<file path="config.mk">
export PLATFORM = sky130hd
export DESIGN_NAME = isp_slave
export DESIGN_NICKNAME = d
export VERILOG_FILES = /design/src/core/isp_fifo.v /design/src/core/isp_slave.v
export VERILOG_INCLUDE_DIRS = /design/src /design/src/core
export SDC_FILE = /design/constraint.sdc
export NUM_CORES = 1
export LEC_CHECK = 0
export BUFFER_PORTS_ARGS = -buffer_cell sky130_fd_sc_hd__buf_2
export CAP_MARGIN = 0
export CELL_PAD_IN_SITES_DETAIL_PLACEMENT = 0
export CELL_PAD_IN_SITES_GLOBAL_PLACEMENT = 1
export CORE_MARGIN = 2
export CORE_UTILIZATION = 35
export CTS_CLUSTER_DIAMETER = 40
export DETAILED_ROUTE_END_ITERATION = 8
export HOLD_SLACK_MARGIN = 0.06
export PLACE_DENSITY_LB_ADDON = 0.15
export REMOVE_ABC_BUFFERS = 1
export SLEW_MARGIN = 10
export SYNTH_ARGS = -nofsm -noshare
export SYNTH_HDL_FRONTEND = slang
export SYNTH_SLANG_ARGS = --single-unit
</file>
<file path="constraint.sdc">
create_clock -name i_clk_sys -period 2.2 [get_ports i_clk_sys]
set_clock_uncertainty 0.15 [all_clocks]
set_input_delay 0.66 -clock i_clk_sys [delete_from_list [all_inputs] [get_ports i_clk_sys]]
set_output_delay 0.66 -clock i_clk_sys [all_outputs]
set_load 0.05 [all_outputs]
</file>
<file path="src/core/isp_regs.vh">
// constants shared by the two-wire slave command port and its receive fifo
// assumes: included by bare name from every design file of the port
`ifndef ISP_REGS_VH
`define ISP_REGS_VH

// ****************************************************************
// bus framing
// ****************************************************************
`define ISP_BYTE_BITS      4'h8
`define ISP_BIT_ZERO       4'h0
`define ISP_ADDR_W         7
// arbitrary neutral slave address, replace per product
`define ISP_SLAVE_ADDR     7'h2A
`define ISP_DIR_READ       1'b1
`define ISP_IDLE_BYTE      8'hFF

// ****************************************************************
// protocol engine states
// ****************************************************************
`define ISP_ST_IDLE        3'h0
`define ISP_ST_ADDR        3'h1
`define ISP_ST_ADDR_ACK    3'h2
`define ISP_ST_WR          3'h3
`define ISP_ST_WR_ACK      3'h4
`define ISP_ST_RD          3'h5
`define ISP_ST_RD_ACK      3'h6
`define ISP_ST_IGNORE      3'h7

// ****************************************************************
// receive fifo
// ****************************************************************
`define ISP_FIFO_DEPTH     4
`define ISP_FIFO_AW        2
`define ISP_RX_W           9

`endif

</file>
<file path="src/core/isp_fifo.v">
// small flop-based fifo between the bit engine and the user side
// assumes: one clock, writer honours o_wr_ready, reader honours o_rd_valid
`include "isp_regs.vh"
`default_nettype none

module isp_fifo #(
    parameter WIDTH = `ISP_RX_W,
    parameter DEPTH = `ISP_FIFO_DEPTH,
    parameter AW    = `ISP_FIFO_AW
) (
    input  wire             i_clk_sys,
    input  wire             i_rstn,
    input  wire             i_wr_valid,
    input  wire [WIDTH-1:0] i_wr_data,
    output wire             o_wr_ready,
    output wire             o_rd_valid,
    output wire [WIDTH-1:0] o_rd_data,
    input  wire             i_rd_ready
);

    reg [WIDTH-1:0] mem [0:DEPTH-1];
    reg [AW-1:0]    wr_ptr;
    reg [AW-1:0]    rd_ptr;
    reg [AW:0]      count;
    wire            push;
    wire            pop;

    // honest flags straight from the occupancy count
    assign o_wr_ready = (count != DEPTH[AW:0]);
    assign o_rd_valid = (count != {(AW+1){1'b0}});
    assign o_rd_data  = mem[rd_ptr];
    assign push       = i_wr_valid & o_wr_ready;
    assign pop        = o_rd_valid & i_rd_ready;

    // storage, not reset: only valid slots are ever read
    always @(posedge i_clk_sys) begin
        if (push) begin
            mem[wr_ptr] <= i_wr_data;
        end
    end

    // pointers wrap at DEPTH, which need not be a power of two
    always @(posedge i_clk_sys or negedge i_rstn) begin
        if (!i_rstn) begin
            wr_ptr <= {AW{1'b0}};
            rd_ptr <= {AW{1'b0}};
            count  <= {(AW+1){1'b0}};
        end else begin
            if (push) begin
                wr_ptr <= (wr_ptr == DEPTH[AW-1:0] - 1'b1) ? {AW{1'b0}} : wr_ptr + 1'b1;
            end
            if (pop) begin
                rd_ptr <= (rd_ptr == DEPTH[AW-1:0] - 1'b1) ? {AW{1'b0}} : rd_ptr + 1'b1;
            end
            count <= count + {{AW{1'b0}}, push} - {{AW{1'b0}}, pop};
        end
    end

endmodule
`default_nettype wire

</file>
<file path="src/core/isp_slave.v">
// two-wire bus slave command port: address match, write stream, read stream
// assumes: scl and sda arrive asynchronously from pins and are oversampled
// by i_clk_sys (100 MHz); the sda pad pulls low while o_sda_oe is high;
// scl is never stretched, the master owns all bus timing
`include "isp_regs.vh"
`default_nettype none

// Behaviour
// (RULE1) works at 100 and 400 kbit/s by oversampling both lines at 100 MHz
// (RULE2) sda falling while scl high is start; address reception begins
// (RULE3) sda rising while scl high is stop; port returns to idle
// (RULE4) repeated start without stop restarts address reception at once
// (RULE5) eight bits msb first per byte, then one acknowledge slot
// (RULE6) sda changes only while scl low, except start and stop
// (RULE7) incoming sda bits are captured on rising scl
// (RULE8) transmitted bits are driven at the falling scl before their pulse
// (RULE9) master makes every scl pulse and releases sda before read bits
// (RULE10) last address bit: 0 master writes, 1 device sends
// (RULE11) acknowledge holds sda low across the whole ack pulse
// (RULE12) master acknowledges read bytes to keep the device sending
// (RULE13) busy or asleep: the address byte is left unacknowledged
// (RULE14) rejected bytes after the address are left unacknowledged
// (RULE15) after any nack the master restarts with start or stop-start
// (RULE16) master nack ends a read; device releases sda for stop
// (RULE17) first byte after a write address is the command byte
// (RULE18) read data comes from the user side, which tracks the address
// (RULE19) master starts only on an idle bus and sets byte count
// (RULE20) master waits out oscillator warm-up after power-on
// (RULE21) only a matching seven-bit address is served; else ignore till start
module isp_slave #(
    parameter [`ISP_ADDR_W-1:0] SLAVE_ADDR = `ISP_SLAVE_ADDR,
    parameter                   FIFO_DEPTH = `ISP_FIFO_DEPTH
) (
    input  wire       i_clk_sys,
    input  wire       i_rstn,
    input  wire       i_scl,
    input  wire       i_sda,
    output reg        o_sda_oe,
    output reg        o_sda_out,
    input  wire       i_busy,
    input  wire       i_accept,
    output reg        o_rx_valid,
    output reg  [7:0] o_rx_data,
    output reg        o_rx_cmd,
    input  wire       i_rx_ready,
    input  wire       i_tx_valid,
    input  wire [7:0] i_tx_data,
    output reg        o_tx_req,
    output reg        o_rd_start,
    output reg        o_active
);

    // ****************************************************************
    // helpers
    // ****************************************************************

    // open drain: a zero bit pulls the line, a one bit releases it
    function drive_for;
        input bit_value;
        begin
            drive_for = ~bit_value;
        end
    endfunction

    // byte to send, falling back to all ones when the user has none
    function [7:0] tx_pick;
        input       valid;
        input [7:0] data;
        begin
            tx_pick = valid ? data : `ISP_IDLE_BYTE;
        end
    endfunction

    // next byte to shift out; its msb goes on the line at the slot's fall
    wire [7:0] tx_next = tx_pick(i_tx_valid, i_tx_data);

    // ****************************************************************
    // pin synchronisers and condition detection
    // ****************************************************************

    reg scl_meta;
    reg scl_sync;
    reg scl_prev;
    reg sda_meta;
    reg sda_sync;
    reg sda_prev;

    // two flops per pin before any logic looks at it [RULE1]
    always @(posedge i_clk_sys or negedge i_rstn) begin
        if (!i_rstn) begin
            scl_meta <= 1'b1;
            scl_sync <= 1'b1;
            scl_prev <= 1'b1;
            sda_meta <= 1'b1;
            sda_sync <= 1'b1;
            sda_prev <= 1'b1;
        end else begin
            scl_meta <= i_scl;
            scl_sync <= scl_meta;
            scl_prev <= scl_sync;
            sda_meta <= i_sda;
            sda_sync <= sda_meta;
            sda_prev <= sda_sync;
        end
    end

    wire scl_rise = scl_sync & ~scl_prev;
    wire scl_fall = ~scl_sync & scl_prev;
    // conditions only count while scl stays high on both samples [RULE6]
    wire bus_start = scl_sync & scl_prev & sda_prev & ~sda_sync;   // [RULE2] [RULE4]
    wire bus_stop  = scl_sync & scl_prev & ~sda_prev & sda_sync;   // [RULE3]

    // ****************************************************************
    // receive fifo in the write data path
    // ****************************************************************

    reg                  fifo_push;
    reg  [`ISP_RX_W-1:0] fifo_wdata;
    wire                 fifo_ready;
    wire                 fifo_valid;
    wire [`ISP_RX_W-1:0] fifo_rdata;
    wire                 fifo_pop;

    // output stage takes a word whenever it is empty or being drained
    assign fifo_pop = fifo_valid & (~o_rx_valid | i_rx_ready);

    isp_fifo #(
        .WIDTH (`ISP_RX_W),
        .DEPTH (FIFO_DEPTH),
        .AW    (`ISP_FIFO_AW)
    ) u_rx_fifo (
        .i_clk_sys  (i_clk_sys),
        .i_rstn     (i_rstn),
        .i_wr_valid (fifo_push),
        .i_wr_data  (fifo_wdata),
        .o_wr_ready (fifo_ready),
        .o_rd_valid (fifo_valid),
        .o_rd_data  (fifo_rdata),
        .i_rd_ready (fifo_pop)
    );

    // registered user-side stream so outputs come from flops
    always @(posedge i_clk_sys or negedge i_rstn) begin
        if (!i_rstn) begin
            o_rx_valid <= 1'b0;
            o_rx_data  <= 8'h00;
            o_rx_cmd   <= 1'b0;
        end else if (fifo_pop) begin
            o_rx_valid <= 1'b1;
            o_rx_cmd   <= fifo_rdata[8];
            o_rx_data  <= fifo_rdata[7:0];
        end else if (i_rx_ready) begin
            o_rx_valid <= 1'b0;
        end
    end

    // ****************************************************************
    // protocol engine
    // ****************************************************************

    reg [2:0] state;
    reg [3:0] bits;      // rising edges seen in the current byte
    reg [7:0] rx_sh;
    reg [7:0] tx_sh;
    reg       dir_read;
    reg       first_wr;  // next written byte is the command byte
    reg       master_ack;

    // state and shifting; start and stop win over every bit event
    always @(posedge i_clk_sys or negedge i_rstn) begin
        if (!i_rstn) begin
            state      <= `ISP_ST_IDLE;
            bits       <= `ISP_BIT_ZERO;
            rx_sh      <= 8'h00;
            tx_sh      <= 8'h00;
            dir_read   <= 1'b0;
            first_wr   <= 1'b0;
            master_ack <= 1'b0;
            o_sda_oe   <= 1'b0;
            o_sda_out  <= 1'b0;
            o_tx_req   <= 1'b0;
            o_rd_start <= 1'b0;
            o_active   <= 1'b0;
            fifo_push  <= 1'b0;
            fifo_wdata <= {`ISP_RX_W{1'b0}};
        end else begin
            o_tx_req   <= 1'b0;
            o_rd_start <= 1'b0;
            fifo_push  <= 1'b0;
            o_sda_out  <= 1'b0;
            if (bus_start) begin
                // new transfer, even in the middle of an old one [RULE2] [RULE4]
                state    <= `ISP_ST_ADDR;
                bits     <= `ISP_BIT_ZERO;
                o_sda_oe <= 1'b0;
                o_active <= 1'b0;
            end else if (bus_stop) begin
                state    <= `ISP_ST_IDLE;                        // [RULE3]
                o_sda_oe <= 1'b0;
                o_active <= 1'b0;
            end else begin
                case (state)
                    `ISP_ST_ADDR: begin
                        if (scl_rise) begin
                            rx_sh <= {rx_sh[6:0], sda_sync};      // [RULE7] [RULE5]
                            bits  <= bits + 1'b1;
                        end else if (scl_fall && bits == `ISP_BYTE_BITS) begin
                            bits     <= `ISP_BIT_ZERO;
                            dir_read <= (rx_sh[0] == `ISP_DIR_READ); // [RULE10]
                            // match and not busy: pull sda for the ack slot
                            if (rx_sh[7:1] == SLAVE_ADDR && !i_busy) begin // [RULE21]
                                o_sda_oe <= 1'b1;                        // [RULE11]
                                o_active <= 1'b1;
                                state    <= `ISP_ST_ADDR_ACK;
                                if (rx_sh[0] == `ISP_DIR_READ) begin
                                    o_rd_start <= 1'b1;                  // [RULE18]
                                    o_tx_req   <= 1'b1;
                                end
                            end else begin
                                o_sda_oe <= 1'b0;                        // [RULE13]
                                state    <= `ISP_ST_IGNORE;              // [RULE21]
                            end
                        end
                    end
                    `ISP_ST_ADDR_ACK: begin
                        // ack held low until scl falls again [RULE11]
                        if (scl_fall) begin
                            if (dir_read) begin
                                tx_sh    <= tx_next;
                                o_sda_oe <= drive_for(tx_next[7]);      // [RULE8]
                                state    <= `ISP_ST_RD;
                            end else begin
                                o_sda_oe <= 1'b0;
                                first_wr <= 1'b1;
                                state    <= `ISP_ST_WR;
                            end
                        end
                    end
                    `ISP_ST_WR: begin
                        if (scl_rise) begin
                            rx_sh <= {rx_sh[6:0], sda_sync};      // [RULE7] [RULE5]
                            bits  <= bits + 1'b1;
                        end else if (scl_fall && bits == `ISP_BYTE_BITS) begin
                            bits <= `ISP_BIT_ZERO;
                            // refuse when the user rejects or the fifo is full
                            if (i_accept && fifo_ready) begin
                                fifo_push  <= 1'b1;
                                fifo_wdata <= {first_wr, rx_sh};  // [RULE17]
                                first_wr   <= 1'b0;
                                o_sda_oe   <= 1'b1;               // [RULE11]
                                state      <= `ISP_ST_WR_ACK;
                            end else begin
                                o_sda_oe <= 1'b0;                 // [RULE14]
                                o_active <= 1'b0;
                                state    <= `ISP_ST_IGNORE;
                            end
                        end
                    end
                    `ISP_ST_WR_ACK: begin
                        if (scl_fall) begin
                            o_sda_oe <= 1'b0;
                            state    <= `ISP_ST_WR;
                        end
                    end
                    `ISP_ST_RD: begin
                        if (scl_rise) begin
                            bits <= bits + 1'b1;
                        end else if (scl_fall) begin
                            if (bits == `ISP_BYTE_BITS) begin
                                // let the master drive its ack bit
                                bits     <= `ISP_BIT_ZERO;
                                o_sda_oe <= 1'b0;
                                state    <= `ISP_ST_RD_ACK;
                            end else begin
                                tx_sh    <= {tx_sh[6:0], 1'b0};
                                o_sda_oe <= drive_for(tx_sh[6]);  // [RULE8] [RULE5]
                            end
                        end
                    end
                    `ISP_ST_RD_ACK: begin
                        if (scl_rise) begin
                            master_ack <= ~sda_sync;              // [RULE12]
                            o_tx_req   <= ~sda_sync;
                        end else if (scl_fall) begin
                            if (master_ack) begin
                                tx_sh    <= tx_next;
                                o_sda_oe <= drive_for(tx_next[7]);
                                state    <= `ISP_ST_RD;
                            end else begin
                                o_sda_oe <= 1'b0;                 // [RULE16]
                                o_active <= 1'b0;
                                state    <= `ISP_ST_IGNORE;
                            end
                        end
                    end
                    `ISP_ST_IGNORE: begin
                        // bus belongs to someone else until the next start
                        o_sda_oe <= 1'b0;
                    end
                    `ISP_ST_IDLE: begin
                        o_sda_oe <= 1'b0;
                    end
                    default: begin
                        state    <= `ISP_ST_IDLE;
                        o_sda_oe <= 1'b0;
                    end
                endcase
            end
        end
    end

endmodule
`default_nettype wire

</file>
# --- Yosys cells after proc, flatten, opt, wreduce, memory -nomap -nowiden ---
# Memory sizes are Yosys's and may differ from the RTL's. A register that Yosys moved wholly into a read port is not among the register bits.
# Index checks and enable logic that the tools add are counted.
word_totals:
  reg_bits: 53
  mem_bits_rw: 36
  mem_count: 1
op_classes:
  n_addsub: 5
  eq_ne: 42
  mux: 94
  bitwise: 21
  reduce_logical: 25
memory_table:
  columns: ["memory", "depth", "width", "rd", "rd_ports_with_merged_regs", "write_ports", "line", "rtl"]
  rows:
  - ["u_rx_fifo.mem", 4, 9, 1, 1, 1, "isp_fifo.v:21", "reg [WIDTH-1:0] mem [0:DEPTH-1];"]
op_table:
  columns: ["cell", "n"]
  rows:
  - ["!= test 4 bit, second input constant", 16]
  - ["2-to-1 mux 7 bit", 8]
  - ["2-to-1 mux 1 bit", 52]
  - ["2-to-1 mux 3 bit", 15]
  - ["2-to-1 mux 4 bit", 7]
  - ["!= test 2 bit, second input constant", 13]
  - ["one-hot mux 7 bit (3 select lines)", 1]
  - ["AND reduction 10 bit", 2]
  - ["one-hot mux 3 bit (6 select lines)", 1]
  - ["== test 3 bit, second input constant", 4]
  - ["AND reduction 12 bit", 1]
  - ["AND reduction 11 bit", 1]
  - ["AND 1 bit", 10]
  - ["inverter 1 bit", 10]
  - ["AND reduction 5 bit", 2]
  - ["nonzero test 3 bit", 3]
  - ["2-to-1 mux 2 bit", 4]
  - ["2-to-1 mux 8 bit", 1]
  - ["one-hot mux 4 bit (2 select lines)", 1]
  - ["AND reduction 4 bit", 2]
  - ["AND reduction 8 bit", 1]
  - ["nonzero test 8 bit", 1]
  - ["== test 7 x 6 -> 1 bit, second input constant", 1]
  - ["one-hot mux 1 bit (7 select lines)", 1]
  - ["20 further kinds", 29]

# --- Logic depth before layout (Yosys ltp) ---
depth:
  depth_word: 8
  ltp_mapped: 9
  mapped_depth_nobuf: 8

# --- Modules after synthesis ---
# Synthesis repeated with hierarchy kept, for this count alone.
hier_totals:
  hier_cells: 334
  hier_area_um2: 4578.1
by_module_without_submodules:
  columns: ["mod", "instances", "cells_per_inst", "area_each_um2", "seq_area_each_um2"]
  rows:
  - ["isp_slave", 1, 244, 2798.9, 1383.8]
  - ["isp_fifo", 1, 90, 1779.2, 1256.2]

# --- Worst setup path after synthesis ---
# OpenSTA, ideal clock, no wires.
synth_path:
  path_kind: "in2reg"
  start: "in i_rx_ready"
  end: "reg u_rx_fifo.count[2]"
  setup_ps: 123
  arrival_time_ps: 2342
  required_time_ps: 1927
  setup_slack_ps: -414
  stages: 9
  n_path_buf: 1
  cell_sequence: "inv_1 a21oi_1 clkbuf_1 ha_1 inv_1 ha_1 fa_1 xor2_1 xnor2_1"
synth_between:
  elab_chain_len: 4
synth_rtl:
  columns: ["item", "line", "rtl"]
  rows:
  - ["start: declaration", "isp_slave.v:45", "input wire i_rx_ready,"]
  - ["OR 1 bit", "isp_slave.v:125", "assign fifo_pop = fifo_valid & (~o_rx_valid | i_rx_ready);"]
  - ["AND 1 bit", "isp_slave.v:125", null]
  - ["net fifo_pop", "isp_slave.v:122", "wire fifo_pop;"]
  - ["AND 1 bit", "isp_fifo.v:33", "assign pop = o_rd_valid & i_rd_ready;"]
  - ["subtractor 3 x 1 -> 3 bit", "isp_fifo.v:55", "count <= count + {{AW{1'b0}}, push} - {{AW{1'b0}}, pop};"]
  - ["end signal: assignment", "isp_fifo.v:47", "count <= {(AW+1){1'b0}};"]
  - ["end signal: assignment", "isp_fifo.v:55", null]
  - ["end: declaration", "isp_fifo.v:24", "reg [AW:0] count;"]
# The timed path passes the listed nets, and every way through them passes these cells.
# A chain may end at the register's enable or synchronous reset.

# --- Final worst setup path ---
layout_path:
  start: "reg scl_prev"
  end: "reg fifo_wdata[2]"
layout_between:
  elab_chain_len: 5
layout_rtl:
  columns: ["item", "line", "rtl"]
  rows:
  - ["start: declaration", "isp_slave.v:83", "reg scl_prev;"]
  - ["start signal: assignment", "isp_slave.v:100", "scl_prev <= scl_sync;"]
  - ["AND 1 bit", "isp_slave.v:110, isp_slave.v:111", null]
  - ["AND 1 bit (on tied branches) (2 in series)", "isp_slave.v:111, isp_slave.v:110", null]
  - ["inverter 1 bit (no line)", null, null]
  - ["AND reduction 6 bit (no line) (*)", null, null]
  - ["end signal: assignment", "isp_slave.v:185", "fifo_wdata <= {`ISP_RX_W{1'b0}};"]
  - ["end signal: assignment", "isp_slave.v:248", "fifo_wdata <= {first_wr, rx_sh};"]
  - ["end: declaration", "isp_slave.v:118", "reg [`ISP_RX_W-1:0] fifo_wdata;"]
# Mark *: on every way between the ends. The rest lies on a longest branch, timed or not.

==> impl_metrics.ini <==
[run_status]
status = complete, no violations

[floorplanning]
dieArea_um2 = 13900
rows = 41
die_h_um = 118
die_x_um = 118
core_area_um2 = 12600
ios = 31
initial_utilization_pct = 35.9

[grt]
grt_pass1_vias = 2851
grt_overflow = 0
grt_use_total_pct = 14.0
grtUsageMet3_pct = 2.47
grt-busiest-layer = met2
gr-usage-met2_pct = 22.6
grt_pass1_wl_um = 15300
grtUsageMet1_pct = 18.6
grt_antenna_before_repair = 0
grt_max_degree = 28

[setup_path]
arrival_ns = 2.24
reg2reg_setup_slack_ns = 0.05
crit_path_start_kind = flip-flop
cp.required_ns = 2.29
crit_family = simple AND/OR/NAND/NOR gates
r2r_cells = 6
cp-end-kind = flip-flop
crit_path_max_fanout = 5
critical_path_buf_inv_count = 1
reg2reg_to = fifo_wdata[2]$_DFFE_PN0P_
slowest_delay_ns = 0.59
critical_path.cell_chain = inv_2 > ha_4 > nor2b_4 > nand2_4 > or4_4 > mux2_4
crit_type = reg -> reg
reg2reg_from = scl_prev$_DFF_PN1_
crit_slowest_cell = or4_4

[drt]
wl_per_cell_um = 15.8
route.detailed.drc = 0
via_per_inst = 4.88
routed_wl_um = 9060
ant_nets = 0
drtIter0Drc = 134
vias = 2799
firstDrtPassIters = 4

[clock_tree]
holdBufCountCts = 0
clk_path_buf_depth = 2
cts_buffers = 9
clock-root-buffer = clkbuf_16
path_clk_slew_ns = 0.07
cts_tree = yes
cts-htree-levels = 3
worstSkewPairLatency_ns = 0.35
cts_sinks = 98

[synth]
yosysSeqAreaShare_pct = 58.3
synth_area_leaders = dfrtp_1 31%, edfxtp_1 24%, mux2_2 6.2%
avgSynthCellArea_um2 = 13.4
synth-edff-count = 36
syn_inst = 338
synthFlopType = dfrtp_1
yosysMostFrequentCell = dfrtp_1
yosysWarnings = 0
yosysTopAreaCell = dfrtp_1
async_flop_share_pct = 63.3
synth_top_area_share_pct = 31.0
ys_seq_elements = 98
netlist_area_um2 = 4530
synthTopCellsByCount = 56 x dfrtp_1, 36 x edfxtp_1, 26 x inv_1, 25 x mux2_2, 18 x o21ai_0
ys_types = 62

[flow_run]
cap_viol_max_count = 0

[timing]
finalSetupViolations = 0
fmax_mhz = 465
min_period_ns = 2.15
worstMarginPinSlew_ns = 0.510
slew_headroom_pct = 65.6
setup_tns_ns = 0
grt_setup_unrepaired = yes
finalHoldViolations = 0
slew_violations = 0
fin_crit_sh_pct = 97.8

[power_and_ir_drop]
p_sw_share_pct = 35.0
p_per_area_nw_per_um2 = 1170
p_leak_uw = 0.00238
power.share.clock_pct = 25.6
share_seq_of_total_power_pct = 39.4
intPower_uw = 4190
p_sw_uw = 2260
power_uw = 6440
pwr-share-comb_pct = 35.0
vdd_ir_drop_max_mv = 0.358

[placed_design]
dp_hpwl_um = 6340
place.gp.congestion = 0.876
port-buffer-count = 29
place_inst = 553

[final_layout]
final_util_pct = 43.5
fillCellCount = 1191
antenna_cells = 0
fin_nets = 425
drive_gt1_share_pct = 36.2
layoutNonFillerInstCount = 573
syn_to_final_growth_pct = 21.3

[min_path]
hp-class = in -> async
==> area by class of cell <==
class / instances / area, um2 / share of cell area, %
Clock buffer: 9 / 225 / 4.10
Clock inverter: 7 / 83.8 / 1.53
Inverter: 26 / 97.6 / 1.78
Multi-Input combinational cell: 198 / 1780 / 32.4
Sequential cell: 98 / 2640 / 48.1
Tap cell: 172 / 215 / 3.92
Timing Repair Buffer: 63 / 445 / 8.12
==> kinds of logic after synthesis <==
kind of cell             count (synthesis)  share of synthesized area, %
AO/OA/AOI/OAI                           58                          8.71
other                                    1                        0.0829
flip-flops                              98                          58.3
XOR/XNOR                                 3                         0.581
multiplexers                            48                          14.8
buffers and inverters                   43                          3.98
AND/OR/NAND/NOR                         73                          9.54
adder cells (fa/ha/maj)                 14                          3.98
==> worst max-delay path by stage <==
stage                                       startpoint  depth (start not counted)  slack, ns                           end
after floorplan                             i_rx_ready                          8      -0.54  u_rx_fifo.count[2]$_DFF_PN0_
after global placement                      i_rx_ready                          9      -0.14  u_rx_fifo.count[2]$_DFF_PN0_
after detailed placement                    i_rx_ready                          9      -0.20  u_rx_fifo.count[2]$_DFF_PN0_
after CTS                 u_rx_fifo.count[1]$_DFF_PN0_                          6       0.01  u_rx_fifo.count[2]$_DFF_PN0_
after global routing                scl_prev$_DFF_PN1_                          5      -0.03     fifo_wdata[6]$_DFFE_PN0P_
final                               scl_prev$_DFF_PN1_                          6       0.05     fifo_wdata[2]$_DFFE_PN0P_
==> sequential cells by signal, summed over array words and instances (netlist names), 2 cells and up <==
| signal | flops |
|---|---|
| rx_sh | 8 |
| u_rx_fifo.count | 3 |
| bits | 4 |
| u_rx_fifo.wr_ptr | 2 |
| fifo_wdata | 9 |
| u_rx_fifo.rd_ptr | 2 |
| o_rx_data | 8 |
| state | 3 |
| tx_sh | 7 |
| u_rx_fifo.mem | 36 |
==> metrics by stage <==
step	hold WS, ns	worst slack, ns	instance area (um2)
2_1_floorplan	0.195	-0.544	4440
3_3_place_gp	0.198	-0.141	5070
3_5_place_dp	0.198	-0.203	5070
4_1_cts	0.115	0.0126	5390
5_1_grt	0.133	-0.0253	5490
6_report	0.103	0.0476	5490
==> placed cells by master (no fill, tap or decap), drive strengths merged, types with 3 or more instances in the layout <==
cell and count:
a21boi 3, a21oi 7, and2 6, and3 7
buf 63, clkbuf 9, dfrtp 56, dfstp 6
edfxtp 36, ha 12, inv 30, mux2 34
mux2i 5, mux4 9, nand2 12, nand2b 3
nand3 9, nand3b 4, nand4 3, nor2 6
nor2b 4, nor3 5, o211a 3, o21ai 18
o22ai 3
==> metal layers <==
layer / wire length (um) / share of wire (%)
met1: 4200 / 46
met2: 4420 / 49
met3: 268 / 3.0
met4: 173 / 1.9
met5: 0 / 0
==> power groups by stage <==
stage	registers (uW)	clock network, uW	logic (uW)
global route	2610	1780	2480
global placement	2570	0	2190
floorplan	2920	0	1100
finish	2540	1650	2260
detailed placement	2580	0	2200
CTS	2550	1700	2210
==> timing repair <==
item | in CTS | in global routing
cloned | 0 | 1
pin swaps | 1 | 5
resized for setup | 4 | 17
setup buffers | 0 | 3
setup endpoints to repair | 10 | 17
(Power assumes the default switching activity.)
